## src/rtl/cmp_ctrl_pkg.sv

```systemverilog
// constants shared by the comparator control block: register map, fields, reset values
package cmp_ctrl_pkg;

   // register byte addresses, one aligned 32-bit word each
   localparam logic [3:0] ADDR_CONTROL = 4'h0;
   localparam logic [3:0] ADDR_EVENT_STATUS = 4'h4;
   localparam logic [3:0] ADDR_EVENT_MASK = 4'h8;

   // comparator_control field positions
   localparam int MODULE_ENABLE_BIT = 15;
   localparam int RESULT_PIN_DRIVE_ENABLE_BIT = 14;
   localparam int RESULT_INVERT_BIT = 13;
   localparam int RESULT_LEVEL_BIT = 8;
   localparam int IRQ_EDGE_SELECT_LSB = 6;
   localparam int POSITIVE_INPUT_SELECT_BIT = 4;
   localparam int NEGATIVE_INPUT_SELECT_LSB = 0;

   // bits that software may change; every other position except the read-only result level bit is unimplemented
   localparam logic [31:0] CONTROL_WRITE_MASK = 32'h0000_E0D3;
   // power-on value: both-edge events and band reference on the inverting input
   localparam logic [31:0] CONTROL_RESET = 32'h0000_00C3;

   // event status and mask layout
   localparam int EDGE_EVENT_BIT = 0;
   localparam logic [31:0] EVENT_MASK_RESET = 32'h0000_0000;

   // irq_edge_select codes
   localparam logic [1:0] EDGE_NONE = 2'h0;
   localparam logic [1:0] EDGE_RISING = 2'h1;
   localparam logic [1:0] EDGE_FALLING = 2'h2;
   localparam logic [1:0] EDGE_BOTH = 2'h3;

   // negative_input_select code for the internal band reference
   localparam logic [1:0] NEG_INTERNAL_BAND_REFERENCE = 2'h3;

   // axi4-lite response codes
   localparam logic [1:0] RESP_OKAY = 2'h0;
   localparam logic [1:0] RESP_SLVERR = 2'h2;

endpackage : cmp_ctrl_pkg

```

## src/rtl/analog_comparator_control.sv

```systemverilog
// control, result and interrupt-event logic for one analog comparator channel
//
// What this block does
// [RULE1] module enable powers the comparator up or down; other bits stay untouched.
// [RULE2] drive enable puts the result on the output pin, else the pin is released.
// [RULE3] result invert flips the comparator result; cleared passes it straight.
// [RULE4] inversion also feeds the event detector, so events use the opposite edge.
// [RULE5] read-only result level bit shows the current comparator output.
// [RULE6] edge select: 11 both, 10 falling, 01 rising, 00 no events.
// [RULE7] positive input select picks programmable reference or positive input pin.
// [RULE8] negative input select 11 picks band reference; other codes pick channel pins.
// [RULE9] unimplemented control bits read zero and ignore writes.
// [RULE10] software skips register access right after clearing enable at 1:1 divisor.
// [RULE11] result is synchronised, then each qualifying edge gives a one-cycle event.
//
// Added by the designer: the register offsets and register access over AXI4-Lite.
module analog_comparator_control #(
   parameter int ADDR_W = 4
) (
   // clock and reset
   input wire logic SYS_CLK_I,
   input wire logic RST_N_I,
   // axi4-lite write address
   input wire logic [ADDR_W-1:0] S_AXI_AWADDR_I,
   input wire logic S_AXI_AWVALID_I,
   output logic S_AXI_AWREADY_O,
   // axi4-lite write data
   input wire logic [31:0] S_AXI_WDATA_I,
   input wire logic [3:0] S_AXI_WSTRB_I,
   input wire logic S_AXI_WVALID_I,
   output logic S_AXI_WREADY_O,
   // axi4-lite write response
   output logic [1:0] S_AXI_BRESP_O,
   output logic S_AXI_BVALID_O,
   input wire logic S_AXI_BREADY_I,
   // axi4-lite read address
   input wire logic [ADDR_W-1:0] S_AXI_ARADDR_I,
   input wire logic S_AXI_ARVALID_I,
   output logic S_AXI_ARREADY_O,
   // axi4-lite read data
   output logic [31:0] S_AXI_RDATA_O,
   output logic [1:0] S_AXI_RRESP_O,
   output logic S_AXI_RVALID_O,
   input wire logic S_AXI_RREADY_I,
   // analog comparator core
   input wire logic CMP_RAW_I,
   output logic CMP_POWER_ENABLE_O,
   output logic POSITIVE_INPUT_SELECT_O,
   output logic [1:0] NEGATIVE_INPUT_SELECT_O,
   // result output pin
   output logic RESULT_OUTPUT_PIN_O,
   output logic RESULT_OUTPUT_PIN_OE_O,
   // events
   output logic CMP_EVENT_O,
   output logic CMP_IRQ_O
);
   import cmp_ctrl_pkg::*;


   ////////////////////////////////////////////////////////////////////////////////
   // parameter check

   if (ADDR_W < 4) begin : g_addr_check
      $error("ADDR_W must be at least 4 to decode the register map");
   end

   ////////////////////////////////////////////////////////////////////////////////
   // helpers

   // byte-lane merge of a write into a register, keeping only writable bits
   function automatic logic [31:0] merge_write(input logic [31:0] old_val,
                                               input logic [31:0] wdata,
                                               input logic [3:0] wstrb,
                                               input logic [31:0] wmask);
      logic [31:0] lane;
      lane = {{8{wstrb[3]}}, {8{wstrb[2]}}, {8{wstrb[1]}}, {8{wstrb[0]}}} & wmask;
      return (old_val & ~lane) | (wdata & lane);
   endfunction : merge_write

   // word select inside the small register map
   function automatic logic [3:0] word_addr(input logic [ADDR_W-1:0] addr);
      return {addr[3:2], 2'b00};
   endfunction : word_addr

   // true when the address lands on an implemented register
   function automatic logic addr_hit(input logic [ADDR_W-1:0] addr);
      logic upper_zero;
      upper_zero = (addr >> 4) == '0;
      return upper_zero && (word_addr(addr) == ADDR_CONTROL ||
                            word_addr(addr) == ADDR_EVENT_STATUS ||
                            word_addr(addr) == ADDR_EVENT_MASK);
   endfunction : addr_hit

   ////////////////////////////////////////////////////////////////////////////////
   // state

   logic [31:0] control;
   logic [31:0] event_mask;
   logic event_status;
   logic enable_q;
   logic result_level;
   logic [ADDR_W-1:0] aw_addr;
   logic aw_held;
   logic [31:0] w_data;
   logic [3:0] w_strb;
   logic w_held;

   logic [31:0] next_control;
   logic [31:0] next_event_mask;
   logic next_event_status;
   logic next_enable_q;
   logic next_result_level;
   logic [ADDR_W-1:0] next_aw_addr;
   logic next_aw_held;
   logic [31:0] next_w_data;
   logic [3:0] next_w_strb;
   logic next_w_held;
   logic next_awready;
   logic next_wready;
   logic next_bvalid;
   logic [1:0] next_bresp;
   logic next_arready;
   logic next_rvalid;
   logic [31:0] next_rdata;
   logic [1:0] next_rresp;
   logic next_power;
   logic next_pos_sel;
   logic [1:0] next_neg_sel;
   logic next_pin;
   logic next_pin_oe;
   logic next_irq;

   logic raw_sync;
   logic edge_pulse;
   logic do_write;
   logic status_clear;
   logic [31:0] read_word;

   ////////////////////////////////////////////////////////////////////////////////
   // result path

   // the raw result is asynchronous; never look at it before the synchroniser
   level_sync u_result_sync (
      .SYS_CLK_I(SYS_CLK_I),
      .RST_N_I(RST_N_I),
      .async_i(CMP_RAW_I),
      .sync_o(raw_sync) // see [RULE11]
   );

   // events are held off until the comparator has been on for a full cycle,
   // so the enable step itself cannot look like an edge
   edge_event u_edge_event (
      .SYS_CLK_I(SYS_CLK_I),
      .RST_N_I(RST_N_I),
      .arm_i(control[MODULE_ENABLE_BIT] & enable_q),
      .level_i(next_result_level), // see [RULE4]
      .edge_sel_i(control[IRQ_EDGE_SELECT_LSB +: 2]),
      .event_o(edge_pulse)
   );

   // a powered-down comparator reads as low before the inversion stage
   always_comb begin
      next_enable_q = control[MODULE_ENABLE_BIT];
      next_result_level = (raw_sync & control[MODULE_ENABLE_BIT])
                          ^ control[RESULT_INVERT_BIT]; // see [RULE3]
      next_power = control[MODULE_ENABLE_BIT]; // see [RULE1]
      next_pos_sel = control[POSITIVE_INPUT_SELECT_BIT]; // see [RULE7]
      next_neg_sel = control[NEGATIVE_INPUT_SELECT_LSB +: 2]; // see [RULE8]
      next_pin = control[RESULT_PIN_DRIVE_ENABLE_BIT] & next_result_level; // see [RULE2]
      next_pin_oe = control[RESULT_PIN_DRIVE_ENABLE_BIT]; // see [RULE2]
   end

   always_ff @(posedge SYS_CLK_I or negedge RST_N_I) begin
      if (!RST_N_I) begin
         enable_q <= 1'b0;
         result_level <= 1'b0;
         CMP_POWER_ENABLE_O <= 1'b0;
         POSITIVE_INPUT_SELECT_O <= 1'b0;
         NEGATIVE_INPUT_SELECT_O <= NEG_INTERNAL_BAND_REFERENCE;
         RESULT_OUTPUT_PIN_O <= 1'b0;
         RESULT_OUTPUT_PIN_OE_O <= 1'b0;
         CMP_EVENT_O <= 1'b0;
      end else begin
         enable_q <= next_enable_q;
         result_level <= next_result_level; // see [RULE5]
         CMP_POWER_ENABLE_O <= next_power;
         POSITIVE_INPUT_SELECT_O <= next_pos_sel;
         NEGATIVE_INPUT_SELECT_O <= next_neg_sel;
         RESULT_OUTPUT_PIN_O <= next_pin;
         RESULT_OUTPUT_PIN_OE_O <= next_pin_oe;
         CMP_EVENT_O <= edge_pulse;
      end
   end

   ////////////////////////////////////////////////////////////////////////////////
   // write channel

   // address and data are caught separately, in either order; the write is
   // done once both are held and no response is still waiting
   always_comb begin
      do_write = aw_held && w_held && !S_AXI_BVALID_O;
      next_aw_addr = aw_addr;
      next_aw_held = aw_held;
      next_w_data = w_data;
      next_w_strb = w_strb;
      next_w_held = w_held;
      next_bvalid = S_AXI_BVALID_O;
      next_bresp = S_AXI_BRESP_O;
      next_control = control;
      next_event_mask = event_mask;
      status_clear = 1'b0;
      if (S_AXI_AWVALID_I && S_AXI_AWREADY_O) begin
         next_aw_addr = S_AXI_AWADDR_I;
         next_aw_held = 1'b1;
      end
      if (S_AXI_WVALID_I && S_AXI_WREADY_O) begin
         next_w_data = S_AXI_WDATA_I;
         next_w_strb = S_AXI_WSTRB_I;
         next_w_held = 1'b1;
      end
      if (do_write) begin
         next_aw_held = 1'b0;
         next_w_held = 1'b0;
         next_bvalid = 1'b1;
         next_bresp = addr_hit(aw_addr) ? RESP_OKAY : RESP_SLVERR;
         if (addr_hit(aw_addr)) begin
            unique case (word_addr(aw_addr))
               ADDR_CONTROL: next_control = merge_write(control, w_data, w_strb,
                                                        CONTROL_WRITE_MASK); // see [RULE9] [RULE1]
               ADDR_EVENT_MASK: next_event_mask = merge_write(event_mask, w_data, w_strb,
                                                              32'h0000_0001);
               ADDR_EVENT_STATUS: status_clear = w_strb[0] && w_data[EDGE_EVENT_BIT];
               default: next_control = control;
            endcase
         end
      end else if (S_AXI_BVALID_O && S_AXI_BREADY_I) begin
         next_bvalid = 1'b0;
      end
      next_awready = !next_aw_held;
      next_wready = !next_w_held;
   end

   ////////////////////////////////////////////////////////////////////////////////
   // sticky event status and interrupt

   // a new edge in the cycle of a write-one clear keeps the bit set
   always_comb begin
      next_event_status = edge_pulse | (event_status & ~status_clear);
      next_irq = next_event_status & next_event_mask[EDGE_EVENT_BIT];
   end

   ////////////////////////////////////////////////////////////////////////////////
   // read channel

   // one read at a time: the address is refused while a read answer waits
   always_comb begin
      read_word = 32'h0000_0000;
      unique case (word_addr(S_AXI_ARADDR_I))
         ADDR_CONTROL: begin
            read_word = control & CONTROL_WRITE_MASK; // see [RULE9]
            read_word[RESULT_LEVEL_BIT] = result_level; // see [RULE5]
         end
         ADDR_EVENT_STATUS: read_word[EDGE_EVENT_BIT] = event_status;
         ADDR_EVENT_MASK: read_word = event_mask;
         default: read_word = 32'h0000_0000;
      endcase
      next_rvalid = S_AXI_RVALID_O;
      next_rdata = S_AXI_RDATA_O;
      next_rresp = S_AXI_RRESP_O;
      if (S_AXI_ARVALID_I && S_AXI_ARREADY_O) begin
         next_rvalid = 1'b1;
         next_rdata = addr_hit(S_AXI_ARADDR_I) ? read_word : 32'h0000_0000;
         next_rresp = addr_hit(S_AXI_ARADDR_I) ? RESP_OKAY : RESP_SLVERR;
      end else if (S_AXI_RVALID_O && S_AXI_RREADY_I) begin
         next_rvalid = 1'b0;
      end
      next_arready = !next_rvalid;
   end

   ////////////////////////////////////////////////////////////////////////////////
   // register file and bus outputs

   always_ff @(posedge SYS_CLK_I or negedge RST_N_I) begin
      if (!RST_N_I) begin
         control <= CONTROL_RESET;
         event_mask <= EVENT_MASK_RESET;
         event_status <= 1'b0;
         aw_addr <= '0;
         aw_held <= 1'b0;
         w_data <= 32'h0000_0000;
         w_strb <= 4'h0;
         w_held <= 1'b0;
         S_AXI_AWREADY_O <= 1'b1;
         S_AXI_WREADY_O <= 1'b1;
         S_AXI_BVALID_O <= 1'b0;
         S_AXI_BRESP_O <= RESP_OKAY;
         S_AXI_ARREADY_O <= 1'b1;
         S_AXI_RVALID_O <= 1'b0;
         S_AXI_RDATA_O <= 32'h0000_0000;
         S_AXI_RRESP_O <= RESP_OKAY;
         CMP_IRQ_O <= 1'b0;
      end else begin
         control <= next_control;
         event_mask <= next_event_mask;
         event_status <= next_event_status;
         aw_addr <= next_aw_addr;
         aw_held <= next_aw_held;
         w_data <= next_w_data;
         w_strb <= next_w_strb;
         w_held <= next_w_held;
         S_AXI_AWREADY_O <= next_awready;
         S_AXI_WREADY_O <= next_wready;
         S_AXI_BVALID_O <= next_bvalid;
         S_AXI_BRESP_O <= next_bresp;
         S_AXI_ARREADY_O <= next_arready;
         S_AXI_RVALID_O <= next_rvalid;
         S_AXI_RDATA_O <= next_rdata;
         S_AXI_RRESP_O <= next_rresp;
         CMP_IRQ_O <= next_irq; // level, high while an unmasked event is pending
      end
   end

endmodule : analog_comparator_control

```

## src/rtl/level_sync.sv

```systemverilog
// two flip-flop synchroniser for the asynchronous comparator result
module level_sync (
   // clock and reset
   input wire logic SYS_CLK_I,
   input wire logic RST_N_I,
   // level in and out
   input wire logic async_i,
   output logic sync_o
);

   logic meta;
   logic next_meta;
   logic next_sync;

   // first stage is read only by the second stage
   always_comb begin
      next_meta = async_i;
      next_sync = meta;
   end

   always_ff @(posedge SYS_CLK_I or negedge RST_N_I) begin
      if (!RST_N_I) begin
         meta <= 1'b0;
         sync_o <= 1'b0;
      end else begin
         meta <= next_meta;
         sync_o <= next_sync;
      end
   end

endmodule : level_sync

```

## src/rtl/edge_event.sv

```systemverilog
// edge detector producing a one-cycle event for the selected transitions
module edge_event (
   // clock and reset
   input wire logic SYS_CLK_I,
   input wire logic RST_N_I,
   // qualified level and edge choice
   input wire logic arm_i,
   input wire logic level_i,
   input wire logic [1:0] edge_sel_i,
   // one-cycle event
   output logic event_o
);
   import cmp_ctrl_pkg::*;

   logic prev;
   logic next_prev;
   logic next_event;

   // decode the edge choice against the previous level
   always_comb begin
      next_prev = level_i;
      next_event = 1'b0;
      if (arm_i) begin
         unique case (edge_sel_i)
            EDGE_RISING: next_event = level_i & ~prev; // see [RULE6]
            EDGE_FALLING: next_event = ~level_i & prev; // see [RULE6]
            EDGE_BOTH: next_event = level_i ^ prev; // see [RULE6]
            EDGE_NONE: next_event = 1'b0; // see [RULE6]
         endcase
      end
   end

   always_ff @(posedge SYS_CLK_I or negedge RST_N_I) begin
      if (!RST_N_I) begin
         prev <= 1'b0;
         event_o <= 1'b0;
      end else begin
         prev <= next_prev;
         event_o <= next_event; // see [RULE11]
      end
   end

endmodule : edge_event

```

## config.mk

```make
export PLATFORM = sky130hd
export DESIGN_NAME = analog_comparator_control
export DESIGN_NICKNAME = d
export VERILOG_FILES = /design/src/rtl/cmp_ctrl_pkg.sv /design/src/rtl/analog_comparator_control.sv /design/src/rtl/level_sync.sv /design/src/rtl/edge_event.sv
export SDC_FILE = /design/constraint.sdc
export NUM_CORES = 1
export LEC_CHECK = 0
export BUFFER_PORTS_ARGS = -buffer_cell sky130_fd_sc_hd__buf_2
export CORE_MARGIN = 4
export CORE_UTILIZATION = 41
export CTS_BUF_LIST = sky130_fd_sc_hd__clkbuf_4 sky130_fd_sc_hd__clkbuf_8
export DETAILED_ROUTE_END_ITERATION = 10
export PLACE_DENSITY = 0.72
export SLEW_MARGIN = 20
export SYNTH_ARGS = -nofsm -noshare
export SYNTH_HDL_FRONTEND = slang
export SYNTH_SLANG_ARGS = --single-unit
```

## constraint.sdc

```tcl
create_clock -name SYS_CLK_I -period 1.7 [get_ports SYS_CLK_I]
set_input_delay 0.085 -clock SYS_CLK_I [delete_from_list [all_inputs] [get_ports SYS_CLK_I]]
set_output_delay 0.085 -clock SYS_CLK_I [all_outputs]
set_load 0.01 [all_outputs]
```

==> impl_metrics.tcl <==
set metrics [dict create \
    status "complete, no violations" \
    totalPowerFinal_mw 3.961 \
    synth_area_leaders "dfrtp_1, dfstp_2, mux2_2, buf_4, a22o_1" \
    crit_top_cell "nand2_1" \
    worstSetupPathType "reg2reg" \
    synth-seq-cells 52 \
    cts_buffers 5 \
    critical_path.cell_chain "nand2_1, xor2_1, inv_1, ha_1, nand2_1, o211ai_1, a21oi_1" \
    p_clk_share_pct 20.7 \
    die_h_um 79.99 \
    vias_per_cell 4.372 \
    worst_slack_ns 0.2432 \
    clockRootBuffer "clkbuf_8" \
    rrSetupSlack_ns 0.24 \
    hp-class "in2reg" \
    hold-worst-slack_ns 0.01242 \
    crit_required_ns 1.92 \
    r2r_end "u_edge_event.event_o" \
    clk_pin_slew_ns 0.09 \
    pwr-share-comb_pct 26.8 \
    final_hold_viol_count 0 \
    dp_hpwl_mm 2.634 \
    setup_tns_ns 0 \
    syn_avg_cell_area_um2 13.20 \
    crit_path_end_kind "flop" \
    io-pin-count 101 \
    drt_iter0_drc 56 \
    top_layer_used "met4" \
    syn_to_final_growth_pct 19.43 \
    grt_pass1_wl_mm 5.899 \
    num_vias 1259 \
    clock_skew_ns 0.007948 \
    met1_length_mm 1.584 \
    max_stage_delay_ns 0.44 \
    syn_area_um2 2125 \
    setup_viol 0 \
    p_sw_share_pct 30.22 \
    p_int_mw 2.764 \
    wl_mm 3.591 \
    rsz0062_at_grt "false" \
    period_minus_slack_ns 1.457 \
    max-slew-margin-rel_pct 62.91 \
    worst_pin_slew_ns 0.5534 \
    cpMaxStageDelayCell "dfrtp_1" \
    final_cell_count_no_fill 288 \
    gp_congestion 0.7028 \
    synth_warnings 0 \
    drc 0 \
    dr.pass1.iters 4 \
    grt_antenna_before_repair 0 \
    grt_pass1_vias 1250 \
    leakage_nw 1.284 \
    route.met2.wl_mm 1.634 \
    core_um2 4880 \
    cp-endpoint "u_edge_event.event_o" \
    ys_seq_area_share_pct 61.78 \
    layout_commonest_cell "buf_2" \
    power_density_nw_per_um2 1561 \
    maxCapViolCount 0 \
    placement.io_buffers 45 \
    p_switching_mw 1.197 \
    worstSetupStartpointType "flop" \
    critPathArrivalTime_ns 1.68 \
    met3_length_um 297 \
    post_cts_buffers 0 \
    initial_core_util_pct 43.54 \
    clock_path_buffers 2 \
    wl_per_cell_um 12.47 \
    synth_top_area_cell "dfrtp_1" \
    cts_resized 0 \
    die_x_um 79.99 \
    cts_tree "built" \
    period_share_pct 85.69 \
    syn_inst 161 \
    ctsHoldBuffers 5 \
    netlist-cell-type-count 29 \
    place_ws_ns 0.2626 \
    seq_power_share_pct 52.5 \
    final_cell_mix "buf_2, dfrtp_1, conb_1" \
    cts_sinks 52 \
    whs_path_depth 2 \
    grt_overflow_total 0 \
    cts_htree_levels 2 \
    min_from "S_AXI_AWADDR_I[2]" \
    nets 274 \
    cp_max_fo 5 \
    ant_nets 0 \
    peakVddDrop_mv 0.6664 \
    grt_max_degree 53 \
    maxSlewViolCount 0 \
    rows 25 \
    diodes 0 \
    reg2reg_depth 7 \
    fmax_mhz 686.4 \
    dieArea_um2 6398 \
    clkLatencyLatePin_ns 0.30 \
    synth_top_area_share_pct 50.65 \
    placedCellCount 274 \
    grtUsageTotal_pct 12.15 \
    drive_gt1_share_pct 40.27 \
]
## cells in the mapped netlist
cell type,instances
nor3_2,1
nand3_1,2
buf_4,25
nand2b_1,1
nand2_1,13
and3b_2,1
nor2b_1,1
or3_1,1
dfrtp_1,43
buf_2,1
dfstp_2,9
nand3b_1,3
a22o_1,8
o211ai_1,1
o31ai_1,1
xor2_1,1
inv_1,9
nand4b_1,1
mux2_2,20
a21oi_1,1
conb_1,1
nor2_1,1
nand3_2,1
nand3_4,1
a22oi_1,1
o21ai_0,8
mux2i_1,1
o21a_1,2
ha_1,2
## how the worst min path moves through the flow
stage             endpoint  slack [ns]
3_5_place_dp    w_data[14]        0.09
5_1_grt          w_data[1]       0.001
6_report        aw_addr[2]        0.01
2_1_floorplan  CMP_EVENT_O       -0.21
3_3_place_gp    w_data[14]        0.09
4_1_cts         w_data[15]      0.0009
## worst max-delay path, delay by kind of cell (launching register included)
| family | cells | cell delay [ns] |
|---|---|---|
| buffers and inverters | 1 | 0.08 |
| AO/OA/AOI/OAI | 2 | 0.26 |
| flip-flops | 1 | 0.44 |
| adder cells (fa/ha/maj) | 1 | 0.27 |
| AND/OR/NAND/NOR | 2 | 0.16 |
| XOR/XNOR | 1 | 0.17 |
## cell families (layout without fill, tap and decap cells)
kind of cell               Yosys count  count (layout)  share of synthesized area (%)
AOI/OAI and AO/OA                   22              22                          7.185
xor gates and xnor gates             1               1                         0.4123
adders and majority gates            2               2                          1.178
buffers and inverters               35              71                          10.66
DFF                                 52              52                          61.78
muxes                               21              21                          11.07
other                                1              25                         0.1765
and+or+nand+nor                     27              27                          7.539
## cell type report
cell class,count,area [um2]
well taps,67,83.83
flip-flops and latches,52,1313
clock buffers,6,76.32
inverters,9,33.78
repair buffers,54,320.3
fillers,441,2342
clock inverters,2,35.03
multi-input cells,98,675.6
## power groups by stage
stage	Combinational, mW	Sequential (mW)	Clock [mW]
detailed placement	1.07	2.10	0
floorplan	0.674	2.11	0
CTS	1.08	2.08	0.858
finish	1.06	2.08	0.820
global placement	1.03	2.08	0
global route	1.20	2.15	0.921
## per-layer routing
| metal | global-route usage [%] | vias to the layer above |
|---|---|---|
| met5 | 0 | - |
| met4 | 6.081 | 0 |
| met3 | 4.063 | 6 |
| met2 | 18.21 | 43 |
| met1 | 15.63 | 599 |
| li1 | - | 611 |
## stage by stage
| step | util, % | area (um2) |
|---|---|---|
| 2_1_floorplan | - | 2215 |
| 3_3_place_gp | 48.49 | 2366 |
| 3_5_place_dp | 48.49 | 2366 |
| 4_1_cts | 51.79 | 2527 |
| 5_1_grt | 52.00 | 2537 |
| 6_report | 52.00 | 2537 |
Power figures use the tool's default switching activity.
